`config.mk`:
```
export PLATFORM = sky130hd
export DESIGN_NAME = omc_top
export DESIGN_NICKNAME = d
export VERILOG_FILES = /design/src/rtl/omc_pkg.sv /design/src/rtl/omc_sync.sv /design/src/rtl/omc_top.sv
export SDC_FILE = /design/constraint.sdc
export NUM_CORES = 1
export LEC_CHECK = 0
export ABC_AREA = 1
export CAP_MARGIN = 25
export CORE_MARGIN = 2
export CORE_UTILIZATION = 62
export CTS_CLUSTER_SIZE = 14
export DETAILED_ROUTE_END_ITERATION = 12
export DONT_BUFFER_PORTS = 1
export GPL_TIMING_DRIVEN = 1
export HOLD_SLACK_MARGIN = 0.12
export PLACE_DENSITY_LB_ADDON = 0.2
export SYNTH_ARGS = -nofsm -noshare
export SYNTH_HDL_FRONTEND = slang
export SYNTH_HIERARCHICAL = 1
export SYNTH_SLANG_ARGS = --single-unit
```
`constraint.sdc`:
```
create_clock -name I_MCLK -period 1.9 [get_ports I_MCLK]
set_clock_uncertainty 0.15 [all_clocks]
set_input_delay 0.095 -clock I_MCLK [delete_from_list [all_inputs] [get_ports I_MCLK]]
set_output_delay 0.095 -clock I_MCLK [all_outputs]
set_load 0.005 [all_outputs]
```
`src/rtl/omc_pkg.sv`:
```
// Purpose: Shared constants and state type of the operating mode controller
// Assumes: Single 25 MHz clock domain
// Notes: State codes are one-hot
package omc_pkg;

  typedef enum logic [4:0] {
    OMC_NOT_POWERED = 5'h01,
    OMC_POWER_OFF   = 5'h02,
    OMC_IDLE        = 5'h04,
    OMC_ACTIVE      = 5'h08,
    OMC_CONNECTED   = 5'h10
  } omc_state_e;

  // Reset values
  localparam logic OMC_PSAVE_RST = 1'b0;
  localparam logic OMC_LF_DIV_TICK_RST = 1'b0;

  // Clock rates
  localparam int OMC_MCLK_HZ = 25000000;
  localparam int OMC_LF_REF_HZ = 32000;
  localparam int OMC_HF_REF_HZ = 26000000;
  // Divider count for the low-frequency reference enable (rounded down)
  localparam int OMC_LF_DIV = OMC_MCLK_HZ / OMC_LF_REF_HZ;
  localparam logic [9:0] OMC_LF_DIV_LAST = 10'(OMC_LF_DIV - 1);

  // Synchroniser depth
  localparam int OMC_SYNC_STAGES = 2;

endpackage

```
`src/rtl/omc_sync.sv`:
```
// Purpose: Two-stage synchroniser for one level input, advanced by an enable
// Assumes: Enable is held high, or is a one-cycle pulse at the slow reference rate
// Notes: First stage feeds only the second stage
`timescale 1ns/1ps
`default_nettype none
module omc_sync (
  input wire logic i_clk,
  input wire logic i_rst,
  input wire logic i_en,
  input wire logic i_d,
  output logic o_q
);
  logic meta_reg;

  always_ff @(posedge i_clk or posedge i_rst) begin
    if (i_rst) begin
      meta_reg <= 1'b0;
      o_q <= 1'b0;
    end else if (i_en) begin
      meta_reg <= i_d;
      o_q <= meta_reg;
    end
  end
endmodule
`default_nettype wire

```
`src/rtl/omc_top.sv`:
```
// Purpose: Operating mode state machine with reference clock selection
// Assumes: All inputs synchronous to I_MCLK; I_RESET only at bring-up
// Notes: Non-supply inputs are resampled at the slow reference in idle, every cycle otherwise
`timescale 1ns/1ps
`default_nettype none
// Contract
// - Not-powered moves to power-off once supply becomes present.
// - Not-powered never switches on from supply or power-on pin.
// - Supply removal forces not-powered from any state.
// - Power-off enters active on a power-on pin request.
// - Valid power-off event while active shuts down to power-off.
// - Power saving enabled: active drops to idle when no activity.
// - Idle returns to active on network, interface or API wake.
// - Power saving disabled after power-on until explicitly enabled.
// - Active goes connected on connection start or pending radio need.
// - No traffic: connected returns to active, then idle if enabled.
// - Idle never goes straight to connected; passes through active.
// - Data connection termination returns connected to active.
// - Idle clocks the core from the 32 kHz reference.
// - Active and connected clock the core from 26 MHz reference.
// - Not-powered and power-off keep application interfaces closed.
// - Idle suspends interfaces; only wake detection stays effective.
// - Power-on accepted only while supply is above extended minimum.
// - Device may switch off when supply drops below extended minimum.
module omc_top (
  // Clock and reset
  input wire logic I_MCLK,
  input wire logic I_RESET,
  // Supply monitor
  input wire logic I_SUPPLY_PRESENT,
  input wire logic I_SUPPLY_ABOVE_MIN,
  // Host requests
  input wire logic I_POWER_ON_REQUEST_PIN,
  input wire logic I_POWER_OFF_EVENT,
  input wire logic I_PSAVE_SET,
  input wire logic I_PSAVE_CLEAR,
  // Wake and activity sources
  input wire logic I_WAKE_NETWORK,
  input wire logic I_WAKE_INTERFACE,
  input wire logic I_WAKE_API,
  input wire logic I_ACTIVITY_BUSY,
  input wire logic I_CONN_START,
  input wire logic I_RADIO_PENDING,
  input wire logic I_TRAFFIC_BUSY,
  input wire logic I_CONN_TERMINATE,
  // Mode and clock outputs
  output logic [4:0] O_MODE,
  output logic O_PSAVE_ENABLED,
  output logic O_SEL_LF_REF,
  output logic O_SEL_HF_REF,
  output logic O_IF_ACCESSIBLE,
  output logic O_WAKE_DETECT_EN
);
  localparam int NSYNC = 14;

  omc_pkg::omc_state_e state_reg;
  omc_pkg::omc_state_e state_next;
  logic psave_reg;
  logic [9:0] lf_cnt_reg;
  logic lf_tick_reg;
  logic sync_en;
  logic [NSYNC-1:0] raw_in;
  logic [NSYNC-1:0] syn;
  // Synchronised copies, one per bit of raw_in
  logic s_sup;
  logic s_above;
  logic s_pon;
  logic s_poff;
  logic s_pset;
  logic s_pclr;
  logic s_wnet;
  logic s_wif;
  logic s_wapi;
  logic s_busy;
  logic s_cstart;
  logic s_rpend;
  logic s_traffic;
  logic s_cterm;
  logic wake_any;
  logic radio_need;
  logic off_req;
  logic idle_ok;
  logic lf_next;
  logic hf_next;
  logic ifa_next;
  logic wde_next;

  // Divider giving the low-frequency reference enable
  always_ff @(posedge I_MCLK or posedge I_RESET) begin
    if (I_RESET) begin
      lf_cnt_reg <= 10'h000;
      lf_tick_reg <= omc_pkg::OMC_LF_DIV_TICK_RST;
    end else if (lf_cnt_reg == omc_pkg::OMC_LF_DIV_LAST) begin
      lf_cnt_reg <= 10'h000;
      lf_tick_reg <= 1'b1;
    end else begin
      lf_cnt_reg <= lf_cnt_reg + 10'h001;
      lf_tick_reg <= 1'b0;
    end
  end

  // Idle samples at the slow reference, other states every cycle; the
  // supply inputs always use full rate so loss is never missed
  assign sync_en = (state_reg == omc_pkg::OMC_IDLE) ? lf_tick_reg : 1'b1;

  // Supply bits sit at index 0 and 1, the only full-rate stages in idle
  assign raw_in = {
    I_CONN_TERMINATE,
    I_TRAFFIC_BUSY,
    I_RADIO_PENDING,
    I_CONN_START,
    I_ACTIVITY_BUSY,
    I_WAKE_API,
    I_WAKE_INTERFACE,
    I_WAKE_NETWORK,
    I_PSAVE_CLEAR,
    I_PSAVE_SET,
    I_POWER_OFF_EVENT,
    I_POWER_ON_REQUEST_PIN,
    I_SUPPLY_ABOVE_MIN,
    I_SUPPLY_PRESENT
  };

  genvar gi;
  generate
    for (gi = 0; gi < NSYNC; gi = gi + 1) begin : g_sync
      omc_sync u_sync (
        .i_clk(I_MCLK),
        .i_rst(I_RESET),
        .i_en((gi < 2) ? 1'b1 : sync_en),
        .i_d(raw_in[gi]),
        .o_q(syn[gi])
      );
    end
  endgenerate

  assign s_sup = syn[0];
  assign s_above = syn[1];
  assign s_pon = syn[2];
  assign s_poff = syn[3];
  assign s_pset = syn[4];
  assign s_pclr = syn[5];
  assign s_wnet = syn[6];
  assign s_wif = syn[7];
  assign s_wapi = syn[8];
  assign s_busy = syn[9];
  assign s_cstart = syn[10];
  assign s_rpend = syn[11];
  assign s_traffic = syn[12];
  assign s_cterm = syn[13];

  assign wake_any = s_wnet | s_wif | s_wapi;
  assign radio_need = s_cstart | s_rpend;

  // Shutdown request: a power-off event, or supply under the extended
  // minimum, which lets the device switch itself off
  assign off_req = s_poff | ~s_above;
  // Idle only when power saving is on and nothing keeps the core busy
  assign idle_ok = psave_reg & ~s_busy & ~wake_any;

  // Power saving enable: cleared on every power-up, set only on request
  always_ff @(posedge I_MCLK or posedge I_RESET) begin
    if (I_RESET) begin
      psave_reg <= omc_pkg::OMC_PSAVE_RST;
    end else if (state_reg == omc_pkg::OMC_NOT_POWERED ||
                 state_reg == omc_pkg::OMC_POWER_OFF) begin
      psave_reg <= 1'b0;
    end else if (s_pset) begin
      psave_reg <= 1'b1;
    end else if (s_pclr) begin
      psave_reg <= 1'b0;
    end
  end

  always_comb begin
    state_next = state_reg;
    if (!s_sup) begin
      state_next = omc_pkg::OMC_NOT_POWERED;
    end else begin
      case (state_reg)
        omc_pkg::OMC_NOT_POWERED: begin
          // Pin is ignored here; only supply arrival moves on
          state_next = omc_pkg::OMC_POWER_OFF;
        end
        omc_pkg::OMC_POWER_OFF: begin
          if (s_pon && s_above) begin
            state_next = omc_pkg::OMC_ACTIVE;
          end
        end
        omc_pkg::OMC_ACTIVE: begin
          if (off_req) begin
            state_next = omc_pkg::OMC_POWER_OFF;
          end else if (radio_need) begin
            state_next = omc_pkg::OMC_CONNECTED;
          end else if (idle_ok) begin
            state_next = omc_pkg::OMC_IDLE;
          end
        end
        omc_pkg::OMC_IDLE: begin
          if (off_req) begin
            state_next = omc_pkg::OMC_POWER_OFF;
          end else if (wake_any || radio_need || !psave_reg) begin
            // Radio need lands in active first
            state_next = omc_pkg::OMC_ACTIVE;
          end
        end
        omc_pkg::OMC_CONNECTED: begin
          if (off_req) begin
            state_next = omc_pkg::OMC_POWER_OFF;
          end else if (s_cterm || !s_traffic) begin
            state_next = omc_pkg::OMC_ACTIVE;
          end
        end
        default: begin
          state_next = omc_pkg::OMC_NOT_POWERED;
        end
      endcase
    end
  end

  always_ff @(posedge I_MCLK or posedge I_RESET) begin
    if (I_RESET) begin
      state_reg <= omc_pkg::OMC_NOT_POWERED;
    end else begin
      state_reg <= state_next;
    end
  end

  // Next-state views, so each output register holds one concern
  always_comb begin
    lf_next = 1'b0;
    hf_next = 1'b0;
    ifa_next = 1'b0;
    wde_next = 1'b0;
    case (state_next)
      omc_pkg::OMC_IDLE: begin
        lf_next = 1'b1;
        // Interfaces stay suspended, wake detection stays armed
        wde_next = 1'b1;
      end
      omc_pkg::OMC_ACTIVE, omc_pkg::OMC_CONNECTED: begin
        hf_next = 1'b1;
        ifa_next = 1'b1;
      end
      default: begin
        // Switched off: no clock selected and interfaces closed
        ifa_next = 1'b0;
      end
    endcase
  end

  // Mode and clock outputs registered from the next state so they track state_reg exactly
  always_ff @(posedge I_MCLK or posedge I_RESET) begin
    if (I_RESET) begin
      O_MODE <= omc_pkg::OMC_NOT_POWERED;
    end else begin
      O_MODE <= state_next;
    end
  end

  always_ff @(posedge I_MCLK or posedge I_RESET) begin
    if (I_RESET) begin
      O_SEL_LF_REF <= 1'b0;
    end else begin
      O_SEL_LF_REF <= lf_next;
    end
  end

  always_ff @(posedge I_MCLK or posedge I_RESET) begin
    if (I_RESET) begin
      O_SEL_HF_REF <= 1'b0;
    end else begin
      O_SEL_HF_REF <= hf_next;
    end
  end

  always_ff @(posedge I_MCLK or posedge I_RESET) begin
    if (I_RESET) begin
      O_IF_ACCESSIBLE <= 1'b0;
    end else begin
      O_IF_ACCESSIBLE <= ifa_next;
    end
  end

  always_ff @(posedge I_MCLK or posedge I_RESET) begin
    if (I_RESET) begin
      O_WAKE_DETECT_EN <= 1'b0;
    end else begin
      O_WAKE_DETECT_EN <= wde_next;
    end
  end

  always_ff @(posedge I_MCLK or posedge I_RESET) begin
    if (I_RESET) begin
      O_PSAVE_ENABLED <= omc_pkg::OMC_PSAVE_RST;
    end else begin
      O_PSAVE_ENABLED <= psave_reg;
    end
  end

endmodule
`default_nettype wire
```
* Word-level counts from Yosys, hierarchy flattened
Index checks and enable logic that the tools add are counted.
** Storage, ports and cells
- Word-level logic and storage cells :: 81
- Register bits :: 48
- Input port bits :: 16
- Output and inout bits :: 10
** Cells by class
- Bitwise logic cells :: 9
- Reduce and logical (&&, ||, !) cells :: 9
- Equal/unequal tests :: 9
- Add/sub/neg operators :: 1
- Mux-type cells :: 18
** Operator list (number)
- $mux W5 :: 9
- $pmux W5 S5 :: 1
- $add A10 B1 Y10 const B :: 1
- $eq A10 B10 Y1 const B :: 1
- $eq A5 B3 Y1 const B :: 2
- $eq A5 B4 Y1 const B :: 2
- $eq A5 B5 Y1 const B :: 2
- $mux W10 :: 1
- $mux W1 :: 7
- $eq A5 B1 Y1 const B :: 1
- $eq A5 B2 Y1 const B :: 1
- $logic_or A1 B1 Y1 :: 4
- $or A1 B1 Y1 :: 4
- $not A1 Y1 :: 3
- $reduce_bool A3 Y1 :: 1
- $and A1 B1 Y1 :: 2
- $logic_not A1 Y1 :: 2
- $reduce_or A2 Y1 :: 1
- $logic_and A1 B1 Y1 :: 1

* Logic depth before layout (Yosys ltp)
- Word-level depth :: 12
- Mapped depth :: 10
- Depth with buffers taken out :: 10

* Modules after synthesis
The synthesis kept the hierarchy.
** Modules (own cells, without submodules)
- omc_sync :: sequential area each 50.0 um2, times used 14, area each 80.1 um2, cells an instance 10
- omc_top :: sequential area each 501.7 um2, times used 1, area each 1074.8 um2, cells an instance 137

* Worst setup path after synthesis
OpenSTA, ideal clock, no wires.
- Path type :: reg-to-reg
- Start :: reg O_MODE[1] (netlist name)
- End :: reg g_sync[10].u_sync.meta_reg
- Library setup time :: 0.117 ns
- Cell stages (with the launch flop) :: 6
- Arrival :: 1.357 ns
- Period minus slack after synthesis :: 1.624 ns
- Setup slack :: 0.276 ns
- Required time :: 1.633 ns
- Path buffers :: 0
- Path through :: dfrtp_1 > nor2_1 > nand3_1 > or2_2 > nand2_1 > nand2_1
** RTL lines
- to (signal assigned) :: RTL line omc_sync.sv:20 : meta_reg <= i_d;
- to (decl) :: RTL line omc_sync.sv:13 : logic meta_reg;

==> impl_metrics.csv <==
group,metric,value,unit
run_status,status,"finished clean",
timing,drv_slew,0,
die,dieArea,4034,um2
clocking,cts_buffers,5,
synth,synth_top_family_by_area,"simple AND/OR/NAND/NOR gates",
clocking,cts.sinks,48,
synth,yosys_warnings,6,
clocking,cts_tree,"yes",
global_route,grt_max_degree,37,
timing,setup_tns,0,ns
detailed_routing,antenna_left,0,
synth,synth_compound_area_share,0.9687,%
synth,muxShareOfSynthArea,0,%
timing,hold_viol,0,
critical_path,worst_ep_required_time,2.00,ns
timing,relSlewSlack,50.77,%
power_and_ir_drop,power.density,751.8,nW/um2
synth,synth-seq-cells,48,
layout,syn2layout_area_growth,15.10,%
die,start_util,65.29,%
synth,synth_xor_area_share,1.994,%
synth,ys.flop_type,"dfrtp_1",
detailed_routing,via_count,1669,
placed_design,place_congestion,0.8762,
layout,layout_commonest_cell,"nand2_1",
global_route,first_global_vias,1594,
die,die_w,63.51,um
critical_path,crit_path_end_kind,"register",
timing,rsz0062_at_grt,"no",
clocking,clk_pin_slew_worst_paths,0.13,ns
layout,drive_gt1_share,6.209,%
timing,setup_violations,0,
detailed_routing,vias_per_cell,4.741,
die,die_h,63.51,um
clocking,clk_path_buf_depth,2,
timing,fin_crit_sh,87.91,%
layout,n_antenna_cell,0,
synth,synth_cell_type_count,23,
detailed_routing,drt_iter0_drc,82,
critical_path,critPathArrivalTime,1.77,ns
die,rows,21,
clocking,cts_root_buf,"clkbuf_4",
placed_design,portBuffers,0,
critical_path,r2r_start,"O_MODE[1]",
global_route,grtUsageTotal,21.64,%
detailed_routing,wl_per_cell,10.78,um
synth,synth_area,2196,um2
synth,synthArstFlopShare,100.0,%
critical_path,path_common_cell,"nor2_1",
detailed_routing,drt_pass1_iterations,4,
critical_path,crit_chain,"nor2_1 > nand3_1 > buf_4 > nand3_2 > nor2_1 > nor2_2 > nand2_1 > nand2_1 > nor2_1",
critical_path,r2r_cells,9,
global_route,overflow,0,
synth,synthSimpleGateAreaFrac,31.57,%
power_and_ir_drop,p_leak,1.505,nW
synth,syn_avg_cell_area,7.927,um2
power_and_ir_drop,ir_drop,0.0005004,V
worst_hold_path,hold_class,"primary input to async pin",
timing,worstMarginPinSlew,0.7376,ns
critical_path,max_stage_delay,0.43,ns
synth,synth_sequential_area_ratio,54.76,%
timing,post-route-min-period,1.670,ns
global_route,antenna_found_initial,0,
critical_path,path_class,"register to register",
clocking,cts_setup_buffers,0,
critical_path,crit_fanout,3,
global_route,grt_pass1_wl,6713,um
critical_path,timing.rr.end,"O_WAKE_DETECT_EN",
detailed_routing,wl,3796,um
synth,netlist_instances,277,
critical_path,critPathSlowestCell,"dfrtp_1",
detailed_routing,route.detailed.drc,0,
timing,max_freq,0.5987,GHz
layout,finalNetCount,323,
critical_path,crit_buf_inv,1,
clocking,clock_latency,0.36,ns
die,pin_count,26,
layout,fin_util,75.15,%
critical_path,crit_family,"simple AND/OR/NAND/NOR gates",
die,design.core.area,3363,um2
synth,synth_edf_count,0,
synth,synthAdderAreaFrac,1.140,%
layout,final_cell_mix,"nand2_1 (108), inv_1 (51), dfrtp_1 (47)",
layout,fill_cells,274,
critical_path,critPathLaunchType,"register",
placed_design,dp_hpwl,2712,um
critical_path,regToRegSetupSlack,0.23,ns
clocking,htreeDepth,2,
run,maxCapViolCount,0,
## per-layer routing
metal,part of all wire [%],vias to the layer above,track usage (%)
li1,-,873,-
met1,48,761,27.79
met2,46,29,34.74
met3,4.0,6,6.071
met4,1.6,0,8.424
met5,0,-,0
## worst max-delay path by stage
stage	start	endpoint	slack, ns	depth (start not counted)
2_1_floorplan	O_MODE[1]	g_sync[10].u_sync/meta_reg	0.28	5
3_3_place_gp	O_MODE[0]	g_sync[8].u_sync/meta_reg	0.14	6
3_5_place_dp	O_MODE[0]	g_sync[2].u_sync/meta_reg	0.07	6
4_1_cts	O_MODE[0]	g_sync[2].u_sync/meta_reg	0.04	6
5_1_grt	O_MODE[2]	O_WAKE_DETECT_EN	0.08	8
6_report	O_MODE[1]	O_WAKE_DETECT_EN	0.23	9
## area by class of cell
cell class	count	area (um2)	share of cell area, %
clock inverters	1	30.03	1.188
well taps	46	57.56	2.277
multi-input cells	181	808.3	31.98
clock buffers	7	65.06	2.574
repair buffers	18	172.7	6.832
flip-flops and latches	48	1202	47.57
inverters	51	191.4	7.574
## synth_stat cells (2+ instances only)
library cell / instances / area share [%]
buf_4: 2 / 0.68
dfrtp_1: 47 / 54
ha_1: 2 / 1.1
inv_1: 51 / 8.7
nand2_1: 108 / 18
nand3_1: 13 / 3.0
nand3_2: 2 / 0.91
nand4_1: 5 / 1.4
nor2_1: 24 / 4.1
nor2_2: 2 / 0.57
nor3_1: 3 / 0.68
nor3b_1: 2 / 0.68
o21ai_0: 2 / 0.46
or2_2: 2 / 0.57
xor2_1: 4 / 1.6
## timing repair
| item | 4_1_cts | 5_1_grt |
|---|---|---|
| resized for setup | 0 | 1 |
| endpoints found under the setup margin | 0 | 24 |
| hold endpoints to repair | 62 | 0 |
| hold buffers | 15 | 0 |
## worst register-to-register path, cell delays in order (launching register included)
cell and delay, ns:
dfrtp_1 0.43, nor2_1 0.21, nand3_1 0.14, buf_4 0.16, nand3_2 0.06, nor2_1 0.05, nor2_2 0.14, nand2_1 0.11
nand2_1 0.07, nor2_1 0.04
## logic make-up after synthesis
family / count (synthesis)
xor gates and xnor gates: 5
adders and majority gates: 2
AOI/OAI and AO/OA: 4
DFF: 48
other: 1
and+or+nand+nor: 164
buffers and inverters: 53
## report_power, final
part           total, mW  internal (mW)  leakage, nW  switching, mW
clock network      0.654          0.350       0.0515          0.304
logic              0.142         0.0539        0.865         0.0879
registers           1.10           1.07        0.588         0.0316
## metrics by stage
stage | cell area, um2 | setup slack, ns | total power, mW | instances | hold WS (ns)
after CTS | 2525 | 0.03867 | 1.913 | 352 | 0.1418
after global routing | 2527 | 0.07546 | 1.986 | 352 | 0.1531
after detailed placement | 2280 | 0.07064 | 1.238 | 329 | -0.3071
final | 2527 | 0.2297 | 1.900 | 352 | 0.1519
after global placement | 2280 | 0.1400 | 1.233 | 329 | -0.3094
after floorplan | 2215 | 0.2756 | 1.208 | 282 | -0.3138
Power figures use the tool's default switching activity.
